## config.mk

```make
export PLATFORM = sky130hd
export DESIGN_NAME = fps_sequencer
export DESIGN_NICKNAME = d
export VERILOG_FILES = /design/src/common/fps_pkg.sv /design/src/common/fps_array_if.sv /design/src/design/fps_array_port.sv /design/src/design/fps_sequencer.sv
export SDC_FILE = /design/constraint.sdc
export NUM_CORES = 2
export LEC_CHECK = 0
export ABC_AREA = 1
export BUFFER_PORTS_ARGS = -buffer_cell sky130_fd_sc_hd__buf_4
export CAP_MARGIN = 20
export CORE_UTILIZATION = 50
export CTS_CLUSTER_DIAMETER = 60
export DETAILED_ROUTE_END_ITERATION = 7
export PLACE_DENSITY = 0.65
export REMOVE_ABC_BUFFERS = 1
export SETUP_SLACK_MARGIN = 0.02
export SYNTH_ARGS = -nofsm -noshare
export SYNTH_HDL_FRONTEND = slang
export SYNTH_SLANG_ARGS = --single-unit
```

## constraint.sdc

```tcl
create_clock -name clock -period 7.17 [get_ports clock]
set_clock_uncertainty 0.05 [all_clocks]
set_input_delay 0.717 -clock clock [delete_from_list [all_inputs] [get_ports clock]]
set_output_delay 0.717 -clock clock [all_outputs]
set_load 0.02 [all_outputs]
```

## src/common/fps_pkg.sv

```systemverilog
// package: constants and types for the flash program/erase sequencer
//------------------------------------------------------------------------------
//------------------------------------------------------------------------------
package fps_pkg;

  //----------------------------------------------------------------------------
  // register map (word indices on the plain port)
  //----------------------------------------------------------------------------
  localparam logic [3:0] ADDR_CONTROL = 4'h0;
  localparam logic [3:0] ADDR_KEY = 4'h1;
  localparam logic [3:0] ADDR_DEST_LOWER = 4'h2;
  localparam logic [3:0] ADDR_DEST_UPPER = 4'h3;
  localparam logic [3:0] ADDR_LATCH_INDEX = 4'h4;
  localparam logic [3:0] ADDR_LATCH_LOW = 4'h5;
  localparam logic [3:0] ADDR_LATCH_HIGH = 4'h6;

  //----------------------------------------------------------------------------
  // control register fields
  //----------------------------------------------------------------------------
  localparam int BIT_START = 15;
  localparam int BIT_ENABLE = 14;
  localparam int BIT_ERROR = 13;
  localparam int BIT_IDLE_OFF = 12;
  localparam logic [15:0] CONTROL_RESET = 16'h0000;

  //----------------------------------------------------------------------------
  // keys and operation codes
  //----------------------------------------------------------------------------
  localparam logic [7:0] KEY_FIRST = 8'h55;
  localparam logic [7:0] KEY_SECOND = 8'hAA;
  localparam logic [3:0] OP_DOUBLE = 4'h1;
  localparam logic [3:0] OP_ROW = 4'h2;
  localparam logic [3:0] OP_PAGE_ERASE = 4'h3;
  localparam logic [3:0] OP_CHIP_ERASE = 4'hE;

  //----------------------------------------------------------------------------
  // array geometry and timing
  //----------------------------------------------------------------------------
  localparam int ROW_WORDS = 128;
  localparam int BLOCK_WORDS = 1024;
  localparam int DOUBLE_WORDS = 2;
  localparam logic [6:0] ROW_LAST = 7'h7F;
  localparam logic [9:0] BLOCK_LAST = 10'h3FF;
  localparam logic [23:0] ROW_ALIGN_MASK = 24'hFF_FF00;
  localparam logic [23:0] BLOCK_ALIGN_MASK = 24'hFF_F800;
  localparam logic [23:0] ERASED_WORD = 24'hFF_FFFF;
  localparam logic [23:0] USER_TOP = 24'h02_AFFE;
  localparam logic [23:0] ADDR_STEP = 24'h00_0002;
  localparam int SETTLE_NS = 100;
  localparam int CLOCK_NS = 10;
  localparam logic [7:0] SETTLE_CYCLES = 8'((SETTLE_NS + CLOCK_NS - 1) / CLOCK_NS);

  //----------------------------------------------------------------------------
  // sequencer state
  //----------------------------------------------------------------------------
  typedef enum logic [2:0] {
    FPS_IDLE,
    FPS_SETTLE,
    FPS_ERASE,
    FPS_PROGRAM,
    FPS_DONE
  } fps_state_t;

endpackage

```

## src/common/fps_array_if.sv

```systemverilog
// interface: sequencer to flash array command group
`timescale 1ns/100ps
`default_nettype none
interface fps_array_if;
  logic wr_en;        // write one word
  logic erase_en;     // erase one word to all ones
  logic [23:0] addr;  // word address
  logic [23:0] wdata; // data to write
  modport seq (output wr_en, output erase_en, output addr, output wdata);
  modport array (input wr_en, input erase_en, input addr, input wdata);
endinterface
`default_nettype wire

```

## src/design/fps_array_port.sv

```systemverilog
// module: registered flash array command stage
`timescale 1ns/100ps
`default_nettype none
module fps_array_port
(
  // clock and reset
  input wire logic clock,
  input wire logic arst_n,
  input wire logic clk_en,
  // command from sequencer
  fps_array_if.array cmd,
  // array pins
  output logic flash_wr,
  output logic flash_erase,
  output logic [23:0] flash_addr,
  output logic [23:0] flash_wdata
);
  // all state of the stage
  typedef struct packed
  {
    logic wr;
    logic erase;
    logic [23:0] addr;
    logic [23:0] wdata;
  } fps_port_st_t;

  fps_port_st_t s_q;
  fps_port_st_t s_d;

  // capture the command, retimed for the array
  always_comb
  begin
    s_d = s_q;
    s_d.wr = cmd.wr_en;
    s_d.erase = cmd.erase_en;
    s_d.addr = cmd.addr;
    s_d.wdata = cmd.wdata;
  end

  // register the stage
  always_ff @(posedge clock or negedge arst_n)
  begin
    if (!arst_n)
      s_q <= '0;
    else if (clk_en)
      s_q <= s_d;
  end

  assign flash_wr = s_q.wr;
  assign flash_erase = s_q.erase;
  assign flash_addr = s_q.addr;
  assign flash_wdata = s_q.wdata;
endmodule
`default_nettype wire

```

## src/design/fps_sequencer.sv

```systemverilog
// module: flash program/erase sequencer with key lock and latches
//
// Chosen here: the address map and the address-and-strobe port.
`timescale 1ns/100ps
`default_nettype none
module fps_sequencer
(
  // clock, enable and power-on reset
  input wire logic clock,
  input wire logic arst_n,
  input wire logic clk_en,
  // register port
  input wire logic [3:0] reg_addr,
  input wire logic [15:0] reg_wdata,
  input wire logic reg_wr,
  input wire logic reg_rd,
  output logic [15:0] reg_rdata,
  // system
  input wire logic idle_mode,
  output logic cpu_stall,
  output logic flash_standby,
  output logic flash_power_off,
  // flash array
  output logic flash_wr,
  output logic flash_erase,
  output logic [23:0] flash_addr,
  output logic [23:0] flash_wdata
);

  //----------------------------------------------------------------------------
  // state
  //----------------------------------------------------------------------------
  // limitations: no software abort exists
  // an operation ends by itself or by power-on reset
  // chip erase walks the user range one word per cycle
  // so it runs for many thousands of cycles
  // error flag: no clear of its own, only a good start
  // one record holds every flop except the latch memory
  // reset and freeze reach every field alike
  typedef struct packed
  {
    fps_pkg::fps_state_t st;
    logic start;           // running flag, bit 15
    logic enable;          // program enable, bit 14
    logic error;           // sequence error, bit 13
    logic idle_off;        // idle power choice, bit 12
    logic [1:0] rsvd;      // reserved bits kept as written
    logic [3:0] op;        // operation select
    logic [7:0] upper;     // destination upper byte
    logic [15:0] lower;    // destination lower word
    logic key_half;        // first key seen on the previous write
    logic unlocked;        // key sequence complete
    logic [6:0] latch_idx; // latch pointer for table writes
    logic [15:0] rdata;    // read answer
    logic [9:0] count;     // words remaining after this one
    logic [7:0] settle;    // settle countdown
    logic [23:0] cur;      // current array address
    logic [3:0] run_op;    // operation latched at start
  } fps_st_t;

  fps_st_t s_q;
  fps_st_t s_d;

  // holding latches, split low word / upper byte
  logic [15:0] lat_lo_q [fps_pkg::ROW_WORDS];
  logic [7:0] lat_hi_q [fps_pkg::ROW_WORDS];

  // array command group
  fps_array_if arr ();

  //----------------------------------------------------------------------------
  // decode
  //----------------------------------------------------------------------------
  // bus decode from the current strobe and address
  // nothing here is registered: a write acts at its edge
  logic wr_ctl;
  logic wr_key;
  logic start_req;
  logic op_valid;
  logic [23:0] dest;
  logic [6:0] rd_idx;

  assign wr_ctl = reg_wr && (reg_addr == fps_pkg::ADDR_CONTROL);
  assign wr_key = reg_wr && (reg_addr == fps_pkg::ADDR_KEY);
  assign start_req = wr_ctl && reg_wdata[fps_pkg::BIT_START] && !s_q.start;
  assign dest = {s_q.upper, s_q.lower};
  // code judged as carried by the start write itself
  // only four codes are real, 0100 and the rest start nothing
  assign op_valid = (reg_wdata[3:0] == fps_pkg::OP_DOUBLE)
    || (reg_wdata[3:0] == fps_pkg::OP_ROW)
    || (reg_wdata[3:0] == fps_pkg::OP_PAGE_ERASE)
    || (reg_wdata[3:0] == fps_pkg::OP_CHIP_ERASE);
  // latch slot drained in this cycle
  // row: slot from the word offset in the row
  // double word: always slots 0 and 1, any destination
  assign rd_idx = (s_q.run_op == fps_pkg::OP_ROW) ? s_q.cur[7:1]
    : (7'(fps_pkg::DOUBLE_WORDS - 1) - s_q.count[6:0]);

  //----------------------------------------------------------------------------
  // next-state logic
  //----------------------------------------------------------------------------
  always_comb
  begin
    s_d = s_q;
    arr.wr_en = 1'b0;
    arr.erase_en = 1'b0;
    arr.addr = s_q.cur;
    arr.wdata = {lat_hi_q[rd_idx], lat_lo_q[rd_idx]};
    s_d.rdata = '0;

    // key tracking: 55 then AA on back-to-back writes
    // reads are not writes: a poll between keys is harmless
    // any other write after the first key is stray
    // a stray write cancels unlock and raises the error
    // runs while busy too, but no start is taken then

    if (reg_wr)
    begin
      s_d.key_half = wr_key && (reg_wdata[7:0] == fps_pkg::KEY_FIRST);
      if (wr_key && s_q.key_half && (reg_wdata[7:0] == fps_pkg::KEY_SECOND))
        s_d.unlocked = 1'b1;
      else if (s_q.key_half)
      begin
        // a write wedged between the two keys spoils the sequence
        s_d.unlocked = 1'b0;
        s_d.error = 1'b1;
      end
      else if (!wr_key)
        s_d.unlocked = 1'b0;
    end

    // register writes
    // all dropped while busy, so the array never sees
    // its address or latches change under it
    // error flag is not here: software cannot write it
    if (reg_wr && !s_q.start)
    begin
      unique case (reg_addr)
        fps_pkg::ADDR_CONTROL:
        begin
          s_d.enable = reg_wdata[fps_pkg::BIT_ENABLE];
          s_d.idle_off = reg_wdata[fps_pkg::BIT_IDLE_OFF];
          s_d.rsvd = reg_wdata[11:10];
          s_d.op = reg_wdata[3:0];
          s_d.unlocked = 1'b0;
        end
        fps_pkg::ADDR_DEST_LOWER:
          s_d.lower = reg_wdata;
        fps_pkg::ADDR_DEST_UPPER:
          s_d.upper = reg_wdata[7:0];
        fps_pkg::ADDR_LATCH_INDEX:
          s_d.latch_idx = reg_wdata[6:0];
        fps_pkg::ADDR_LATCH_HIGH:
          s_d.latch_idx = s_q.latch_idx + 7'd1; // high byte closes a word
        default:
        begin
          // key and low latch word store nothing here
        end
      endcase
    end

    // start attempt
    // every condition judged in the cycle of the write
    // a refused start never reaches the settle state
    // only the error flag tells software nothing ran
    if (start_req)
    begin
      if (s_q.unlocked && reg_wdata[fps_pkg::BIT_ENABLE] && s_q.enable && op_valid)
      begin
        s_d.start = 1'b1;
        s_d.error = 1'b0;
        s_d.run_op = reg_wdata[3:0]; // code of the start write
        s_d.settle = fps_pkg::SETTLE_CYCLES;
        s_d.st = fps_pkg::FPS_SETTLE;
      end
      else
        s_d.error = 1'b1;
    end

    // read port, one cycle later
    // answer cleared every cycle: data stand one cycle only
    // the bus sees zero at all other times
    if (reg_rd)
    begin
      unique case (reg_addr)
        fps_pkg::ADDR_CONTROL:
          s_d.rdata = {s_q.start, s_q.enable, s_q.error, s_q.idle_off,
                       s_q.rsvd, 6'h00, s_q.op};
        fps_pkg::ADDR_DEST_LOWER:
          s_d.rdata = s_q.lower;
        fps_pkg::ADDR_DEST_UPPER:
          s_d.rdata = {8'h00, s_q.upper};
        fps_pkg::ADDR_LATCH_INDEX:
          s_d.rdata = {9'h000, s_q.latch_idx};
        default:
          s_d.rdata = '0; // key and latches read zero
      endcase
    end

    // operation sequencer
    // settle first, then one word per cycle
    // count runs down to zero, end point included; chip erase ends at USER_TOP
    // stall is the start bit itself, so it cannot drop
    // before the done state clears it

    unique case (s_q.st)
      fps_pkg::FPS_IDLE:
      begin
        // waiting for a valid start
      end
      fps_pkg::FPS_SETTLE:
      begin
        s_d.settle = s_q.settle - 8'd1;
        if (s_q.settle == 8'd1)
        begin
          unique case (s_q.run_op)
            fps_pkg::OP_CHIP_ERASE:
            begin
              // fixed range from zero, address registers ignored
              s_d.cur = '0;
              s_d.count = '0;
              s_d.st = fps_pkg::FPS_ERASE;
            end
            fps_pkg::OP_PAGE_ERASE:
            begin
              s_d.cur = dest & fps_pkg::BLOCK_ALIGN_MASK;
              s_d.count = fps_pkg::BLOCK_LAST;
              s_d.st = fps_pkg::FPS_ERASE;
            end
            fps_pkg::OP_ROW:
            begin
              s_d.cur = dest & fps_pkg::ROW_ALIGN_MASK;
              s_d.count = {3'b000, fps_pkg::ROW_LAST};
              s_d.st = fps_pkg::FPS_PROGRAM;
            end
            default:
            begin
              // double word: two slots at the destination
              s_d.cur = dest;
              s_d.count = 10'(fps_pkg::DOUBLE_WORDS - 1);
              s_d.st = fps_pkg::FPS_PROGRAM;
            end
          endcase
        end
      end
      fps_pkg::FPS_ERASE:
      begin
        arr.erase_en = 1'b1;
        s_d.cur = s_q.cur + fps_pkg::ADDR_STEP;
        s_d.count = s_q.count - 10'd1;
        // chip erase stops at the top of user space, sparing id, otp, executive
        if ((s_q.run_op == fps_pkg::OP_CHIP_ERASE) ? (s_q.cur == fps_pkg::USER_TOP)
            : (s_q.count == '0))
          s_d.st = fps_pkg::FPS_DONE;
      end
      fps_pkg::FPS_PROGRAM:
      begin
        arr.wr_en = 1'b1; // latches reach the array only here
        s_d.cur = s_q.cur + fps_pkg::ADDR_STEP;
        s_d.count = s_q.count - 10'd1;
        if (s_q.count == '0)
          s_d.st = fps_pkg::FPS_DONE;
      end
      fps_pkg::FPS_DONE:
      begin
        s_d.start = 1'b0; // self clear
        s_d.st = fps_pkg::FPS_IDLE;
      end
    endcase
  end

  //----------------------------------------------------------------------------
  // registers: power-on reset clears the control bits
  //----------------------------------------------------------------------------
  // latches stay out of this reset on purpose
  // holding cells power up unknown: fill every slot
  // of a row before programming it
  // clock enable low freezes the whole record
  always_ff @(posedge clock or negedge arst_n)
  begin
    if (!arst_n)
    begin
      s_q <= '0;
      s_q.st <= fps_pkg::FPS_IDLE;
    end
    else if (clk_en)
      s_q <= s_d;
  end

  //----------------------------------------------------------------------------
  // holding latches, no reset like the real cells
  //----------------------------------------------------------------------------
  // each slot is its own flop group; a later write simply overwrites
  // no reset keeps the slots cheap
  // pointer wraps after slot 127
  genvar gi;
  generate
    for (gi = 0; gi < fps_pkg::ROW_WORDS; gi++)
    begin : g_lat
      always_ff @(posedge clock)
      begin
        if (clk_en && reg_wr && !s_q.start && (s_q.latch_idx == 7'(gi)))
        begin
          if (reg_addr == fps_pkg::ADDR_LATCH_LOW)
            lat_lo_q[gi] <= reg_wdata;
          if (reg_addr == fps_pkg::ADDR_LATCH_HIGH)
            lat_hi_q[gi] <= reg_wdata[7:0];
        end
      end
    end
  endgenerate

  //----------------------------------------------------------------------------
  // outputs
  //----------------------------------------------------------------------------
  assign reg_rdata = s_q.rdata;
  assign cpu_stall = s_q.start;
  // idle: power off or standby as bit 12 says
  // combinational, so the array follows idle at once
  // never both high, never high outside idle
  assign flash_power_off = idle_mode && s_q.idle_off;
  assign flash_standby = idle_mode && !s_q.idle_off;

  // retimed array command
  fps_array_port u_port
  (
    .clock(clock),
    .arst_n(arst_n),
    .clk_en(clk_en),
    .cmd(arr.array),
    .flash_wr(flash_wr),
    .flash_erase(flash_erase),
    .flash_addr(flash_addr),
    .flash_wdata(flash_wdata)
  );

  // the interface's seq side is driven from the comb process above
  // the port stage adds one cycle to every array command
  // address, data and strobe stay aligned through it

endmodule
`default_nettype wire

```

======== Word level (Yosys, flattened, before mapping) ========
Memory sizes are Yosys's and may differ from the RTL's. A register that Yosys moved wholly into a read port is not among the register bits.
Cells that the tools add are included.
word-level totals
  register bits ........................... 134
  bits in latches ......................... 0
  bits in writable memories ............... 3,072
  ROM bits ................................ 0
  output and inout bits ................... 69
  memories kept ........................... 2
memories
  name      depth  bits a word  rd ports  clocked after memory_dff  write ports  RTL line             source
  lat_lo_q  128    16           1         1                         1            fps_sequencer.sv:65  logic [15:0] lat_lo_q [fps_pkg::ROW_WORDS];
  lat_hi_q  128    8            1         1                         1            fps_sequencer.sv:66  logic [7:0] lat_hi_q [fps_pkg::ROW_WORDS];
operators by class
  add/subtract/negate cells ............... 5
  $mul .................................... 0
  divide/modulo/power cells ............... 0
  magnitude comparators ................... 0
  equality and inequality tests ........... 150
  shift-type cells ........................ 0
  mux-type cells .......................... 1,311
  bitwise logic cells ..................... 0
  reduce and logical (&&, ||, !) cells .... 427
operator list
  operator               number
  $mux 16                128
  $reduce_or 16->1       127
  $mux 7                 255
  $mux 8                 131
  $reduce_or 8->1        127
  $mux 1                 783
  $eq 7x7->1 const B     64
  $eq 7x6->1 const B     32
  $logic_and 1x1->1      143
  $eq 7x5->1 const B     16
  $pmux 24 s3            1
  $pmux 16 s4            1
  $eq 7x4->1 const B     8
  $pmux 24 s2            1
  $pmux 10 s3            1
  $eq 7x3->1 const B     4
  $add 24x2->24 const B  1
  $eq 24x18->1 const B   1
  $eq 4x2->1 const B     6
  $mux 24                1
  $reduce_and 3->1       8
  $pmux 10 s2            1
  $reduce_bool 2->1      8
  $eq 7x2->1 const B     2
  28 further kinds       43

======== Logic depth before layout (Yosys ltp) ========
  depth after elaboration ................. 133
  depth in mapped cells ................... 18

======== Modules after synthesis ========
From an unflattened synthesis, not the netlist that was laid out.
second synthesis, totals
  cells, all modules ...................... 11,247
  area total of the unflattened synthesis .. 132,269.4 um^2
by module, submodules not included
  module          times used  cells an instance  area an instance (um^2)  sequential area each (um^2)
  fps_sequencer   1           11,035             130,341.3                94,951.1
  fps_array_port  1           212                1,928.1                  1,251.2

======== Worst setup path before layout ========
OpenSTA, ideal clock, no wires.
  kind .................................... input to register
  start point ............................. in clk_en
  end point ............................... mem lat_lo_q[100][0] (enable)
  setup time .............................. 0.409 ns
  arrival time ............................ 3.184 ns
  slack ................................... 3.527 ns
  stages .................................. 8
  path buffers ............................ 2
  cells stage by stage .................... clkbuf_1 > nand2_1 > nor2_1 > inv_1 > nor2_1 > nand2_1 > clkbuf_1 > nor3_1
on the way
  cells in the longest elaborated chain, start to end .. 133
  elaborated cells between the ends (all ways) .. 767
  classes of those cells .................. mux (510); reduce/logical (257)
ends and longest elaborated chain
  element                                                    RTL line              source
  start, declared                                            fps_sequencer.sv:11   input wire logic clk_en,
  $logic_and 1x1->1 (*) (2 in a row)                         fps_sequencer.sv:302  if (clk_en && reg_wr && !s_q.start && (s_q.latch_idx == 7'(gi)))
  $logic_and 1x1->1                                          fps_sequencer.sv:302
  $mux 1                                                     fps_sequencer.sv:302
  $mux 1 (implied by the code)                               fps_sequencer.sv:305  lat_lo_q[gi] <= reg_wdata;
  $reduce_or 16->1 (no line)                                 -
  $mux 7 (no line) or $mux 1 (tied branches) (127 in a row)  -
  end, declared                                              fps_sequencer.sv:65
Mark *: on every way between the ends. The rest lies on a longest branch, timed or not.

======== Final worst setup path ========
  start point ............................. reg s_q[0] (netlist bit)
  end point ............................... reg, netlist name u_port.flash_wdata[0]
on the way
  cells in the longest elaborated chain, start to end .. 2
ends and longest elaborated chain
  element          RTL line             source
  start, declared  fps_sequencer.sv:61  fps_st_t s_q;
  $eq 4x2->1       fps_sequencer.sv:96  assign rd_idx = (s_q.run_op == fps_pkg::OP_ROW) ? s_q.cur[7:1]
  $mux 7           fps_sequencer.sv:96
No other way between the ends.
A chain may end at the register's enable or synchronous reset.

==> results.sh <==
export IMPL_outcome="finished, final reports clean"
export IMPL_vias=98000
export IMPL_clk_pin_slew_ps=60
export IMPL_grt_antenna_before_repair=13
export IMPL_synth_ff_type="edfxtp_1"
export IMPL_cts_inserted_buffers=342
export IMPL_p_leak_uw=0.0650
export IMPL_first_iter_violations=12300
export IMPL_ant_nets=0
export IMPL_h_tree_depth=5
export IMPL_portBuffers=94
export IMPL_synth_compound_area_share_pct=1.74
export IMPL_yosysMostFrequentCell="nand2_1"
export IMPL_whs_ps=149
export IMPL_reg2reg_setup_slack_ps=2550
export IMPL_cp_required_ps=7900
export IMPL_grt_pass1_vias=92300
export IMPL_regArea_sq_um=96200
export IMPL_final_nets=13800
export IMPL_drive_gt1_share_pct=7.93
export IMPL_ios=95
export IMPL_clk_latency_ps=900
export IMPL_worst_path_max_fanout=165
export IMPL_min_period_ps=4620
export IMPL_synth_largest_area_cell="edfxtp_1"
export IMPL_crit_type="flop to flop"
export IMPL_setup_viol=0
export IMPL_firstDrtPassIters=6
export IMPL_cts_buffer_depth=4
export IMPL_cts_root_buf="clkbuf_16"
export IMPL_total_power_uw=47300
export IMPL_synth_mux_area_share_pct=0.0159
export IMPL_yosys_area_share_xor_xnor_pct=0.0681
export IMPL_cts_resized=0
export IMPL_synth_area_top_cells="edfxtp_1, nand2_1, nand3_1"
export IMPL_irDropWorstVdd_v=0.000278
export IMPL_period_share_pct=64.5
export IMPL_synth_top_area_share_pct=65.2
export IMPL_place_ws_ps=2500
export IMPL_slew_headroom_pct=20.7
export IMPL_core_area_sq_um=280000
export IMPL_cp_arrival_ps=5350
export IMPL_post_dp_hpwl_um=226000
export IMPL_synth_cell_type_count=48
export IMPL_postCtsSetupBuffers=0
export IMPL_dieArea_sq_um=285000
export IMPL_tritoncts="built"
export IMPL_synth_seq_area_share_pct=68.0
export IMPL_synth_cells=13700
export IMPL_syn_avg_cell_area_sq_um=10.3
export IMPL_routed_wl_um=405000
export IMPL_synth_seq_cells=3230
export IMPL_worstHoldPathType="primary input to flop"
export IMPL_initial_core_util_pct=50.5
export IMPL_post_drt_wl_per_cell_um=22.8
export IMPL_grt_max_degree=184
export IMPL_area_growth_pct=11.7
export IMPL_cp_end_kind="flop"
export IMPL_synthAdderAreaFrac_pct=0.0796
export IMPL_overflow=0
export IMPL_async_reset_ff_share_pct=4.89
export IMPL_drc=0
export IMPL_fp_dieW_um=534
export IMPL_final_util_pct=56.4
export IMPL_synth_top_family_by_area="simple AND/OR/NAND/NOR gates"
export IMPL_synthSimpleGateAreaFrac_pct=20.9
export IMPL_globalplace_congestion=0.899
export IMPL_via_per_inst=5.53
export IMPL_timing_fmax_ghz=0.216
export IMPL_synth_area_sq_um=141000
export IMPL_synth_common_cells="nand2_1, edfxtp_1, nand3_1"
export IMPL_synth_edf_count=3072
export IMPL_placementRows=194
export IMPL_hold_viol_final=0
export IMPL_grt_pass1_wl_um=599000
export IMPL_start_kind="flop"
export IMPL_yosysWarnings=0
export IMPL_power_density_nw_per_um2=299
export IMPL_drv_slew=0
export IMPL_multiInputGateArea_sq_um=33100
export IMPL_rsz0062_at_grt="no"
export IMPL_n_fill_cell=23300
export IMPL_worst_slack_ps=2550
export IMPL_cts_sinks=3230
export IMPL_worstMarginPinSlew_ps=1190
export IMPL_grtUsageTotal_pct=28.1
export IMPL_max_cap_viol_count=0
export IMPL_die_h_um=534
-- cell type report --
type	count	share of cell area, %
tap	3724	2.95
sequential	3230	60.9
timing repair buffer	467	2.66
multi-input combinational	7317	20.9
clock inverter	178	1.05
antenna	6	0.00950
inverter	2375	5.66
clock buffer	437	5.87
-- critical path, cell delays in order, from the launching register on --
cell and delay [ps]:
dfrtp_1 420, nor2_4 220, nand2_4 210, nand2_2 100
buf_4 540, nand2_8 590, buf_12 470, nand2_1 190
nand2_1 80, nand2_1 60, nand3_1 140, nand3_1 120
nand3_1 70, nand3_1 280, nand3_1 330, nand3_1 200
nand2_1 70
-- metrics by stage --
stage	TNS (ps)	cell area, sq um	std cells
floorplan	-257460	137000	12900
global placement	0	146000	17000
detailed placement	0	147000	17100
CTS	0	158000	17700
global route	0	158000	17700
finish	0	158000	17700
-- metal layers --
layer  GRT usage (%)  vias to the layer above  wire length (um)
li1                -                    45200                 -
met1            38.8                    47100            162000
met2            44.5                     4812            188000
met3            4.48                      851             37800
met4            11.8                        6             18000
met5               0                        -                36
-- timing repair --
item                                    4_1_cts  5_1_grt
endpoints found under the setup margin        0        0
hold buffers                                  1        0
endpoints found under the hold margin        93        0
-- power breakdown --
group,internal (uW),switching [uW]
sequential,20900,380
clock,10200,7290
combinational,2010,6500
-- registers in the layout (all words and copies together), names as in the netlist --
name and flops:
arr.addr 24, cpu_stall 1, dest 24, lat_hi_q 1024, lat_lo_q 2048, reg_rdata 16
s_q 43, u_port.flash_addr 24, u_port.flash_erase 1, u_port.flash_wdata 24, u_port.flash_wr 1
-- path summary, 6_finish.rpt --
check | startpoint | end | cells after the start
max reg2reg | s_q[0] | u_port.flash_wdata[0] | 16
min reg2reg | s_q[33] | s_q[33] | 1
max in group asynchronous | arst_n | arr.addr[0] | 3
min | reg_rd | reg_rdata[11] | 3
max | s_q[0] | u_port.flash_wdata[0] | 16
min in group asynchronous | arst_n | u_port.flash_wdata[7] | 2
-- cell families after synthesis --
kind of cell / Yosys count
AND/OR/NAND/NOR: 6840
adder cells (fa/ha/maj): 9
buffers and inverters: 3181
flip-flops: 3230
XOR/XNOR: 11
AO/OA/AOI/OAI: 455
multiplexers: 2
-- cells in the final DEF, fill, tap and decap left out, drive strengths merged, types with 29 or more instances in the layout --
master and count:
o21ai 349, clkinv 134, a21oi 41, edfxtp 3072, nor3 238, nor2 114
clkbuf 466, buf 437, inv 2384, bufinv 29, dfrtp 158, nand3 2767
nand2 3703
Power figures use the tool's default switching activity.
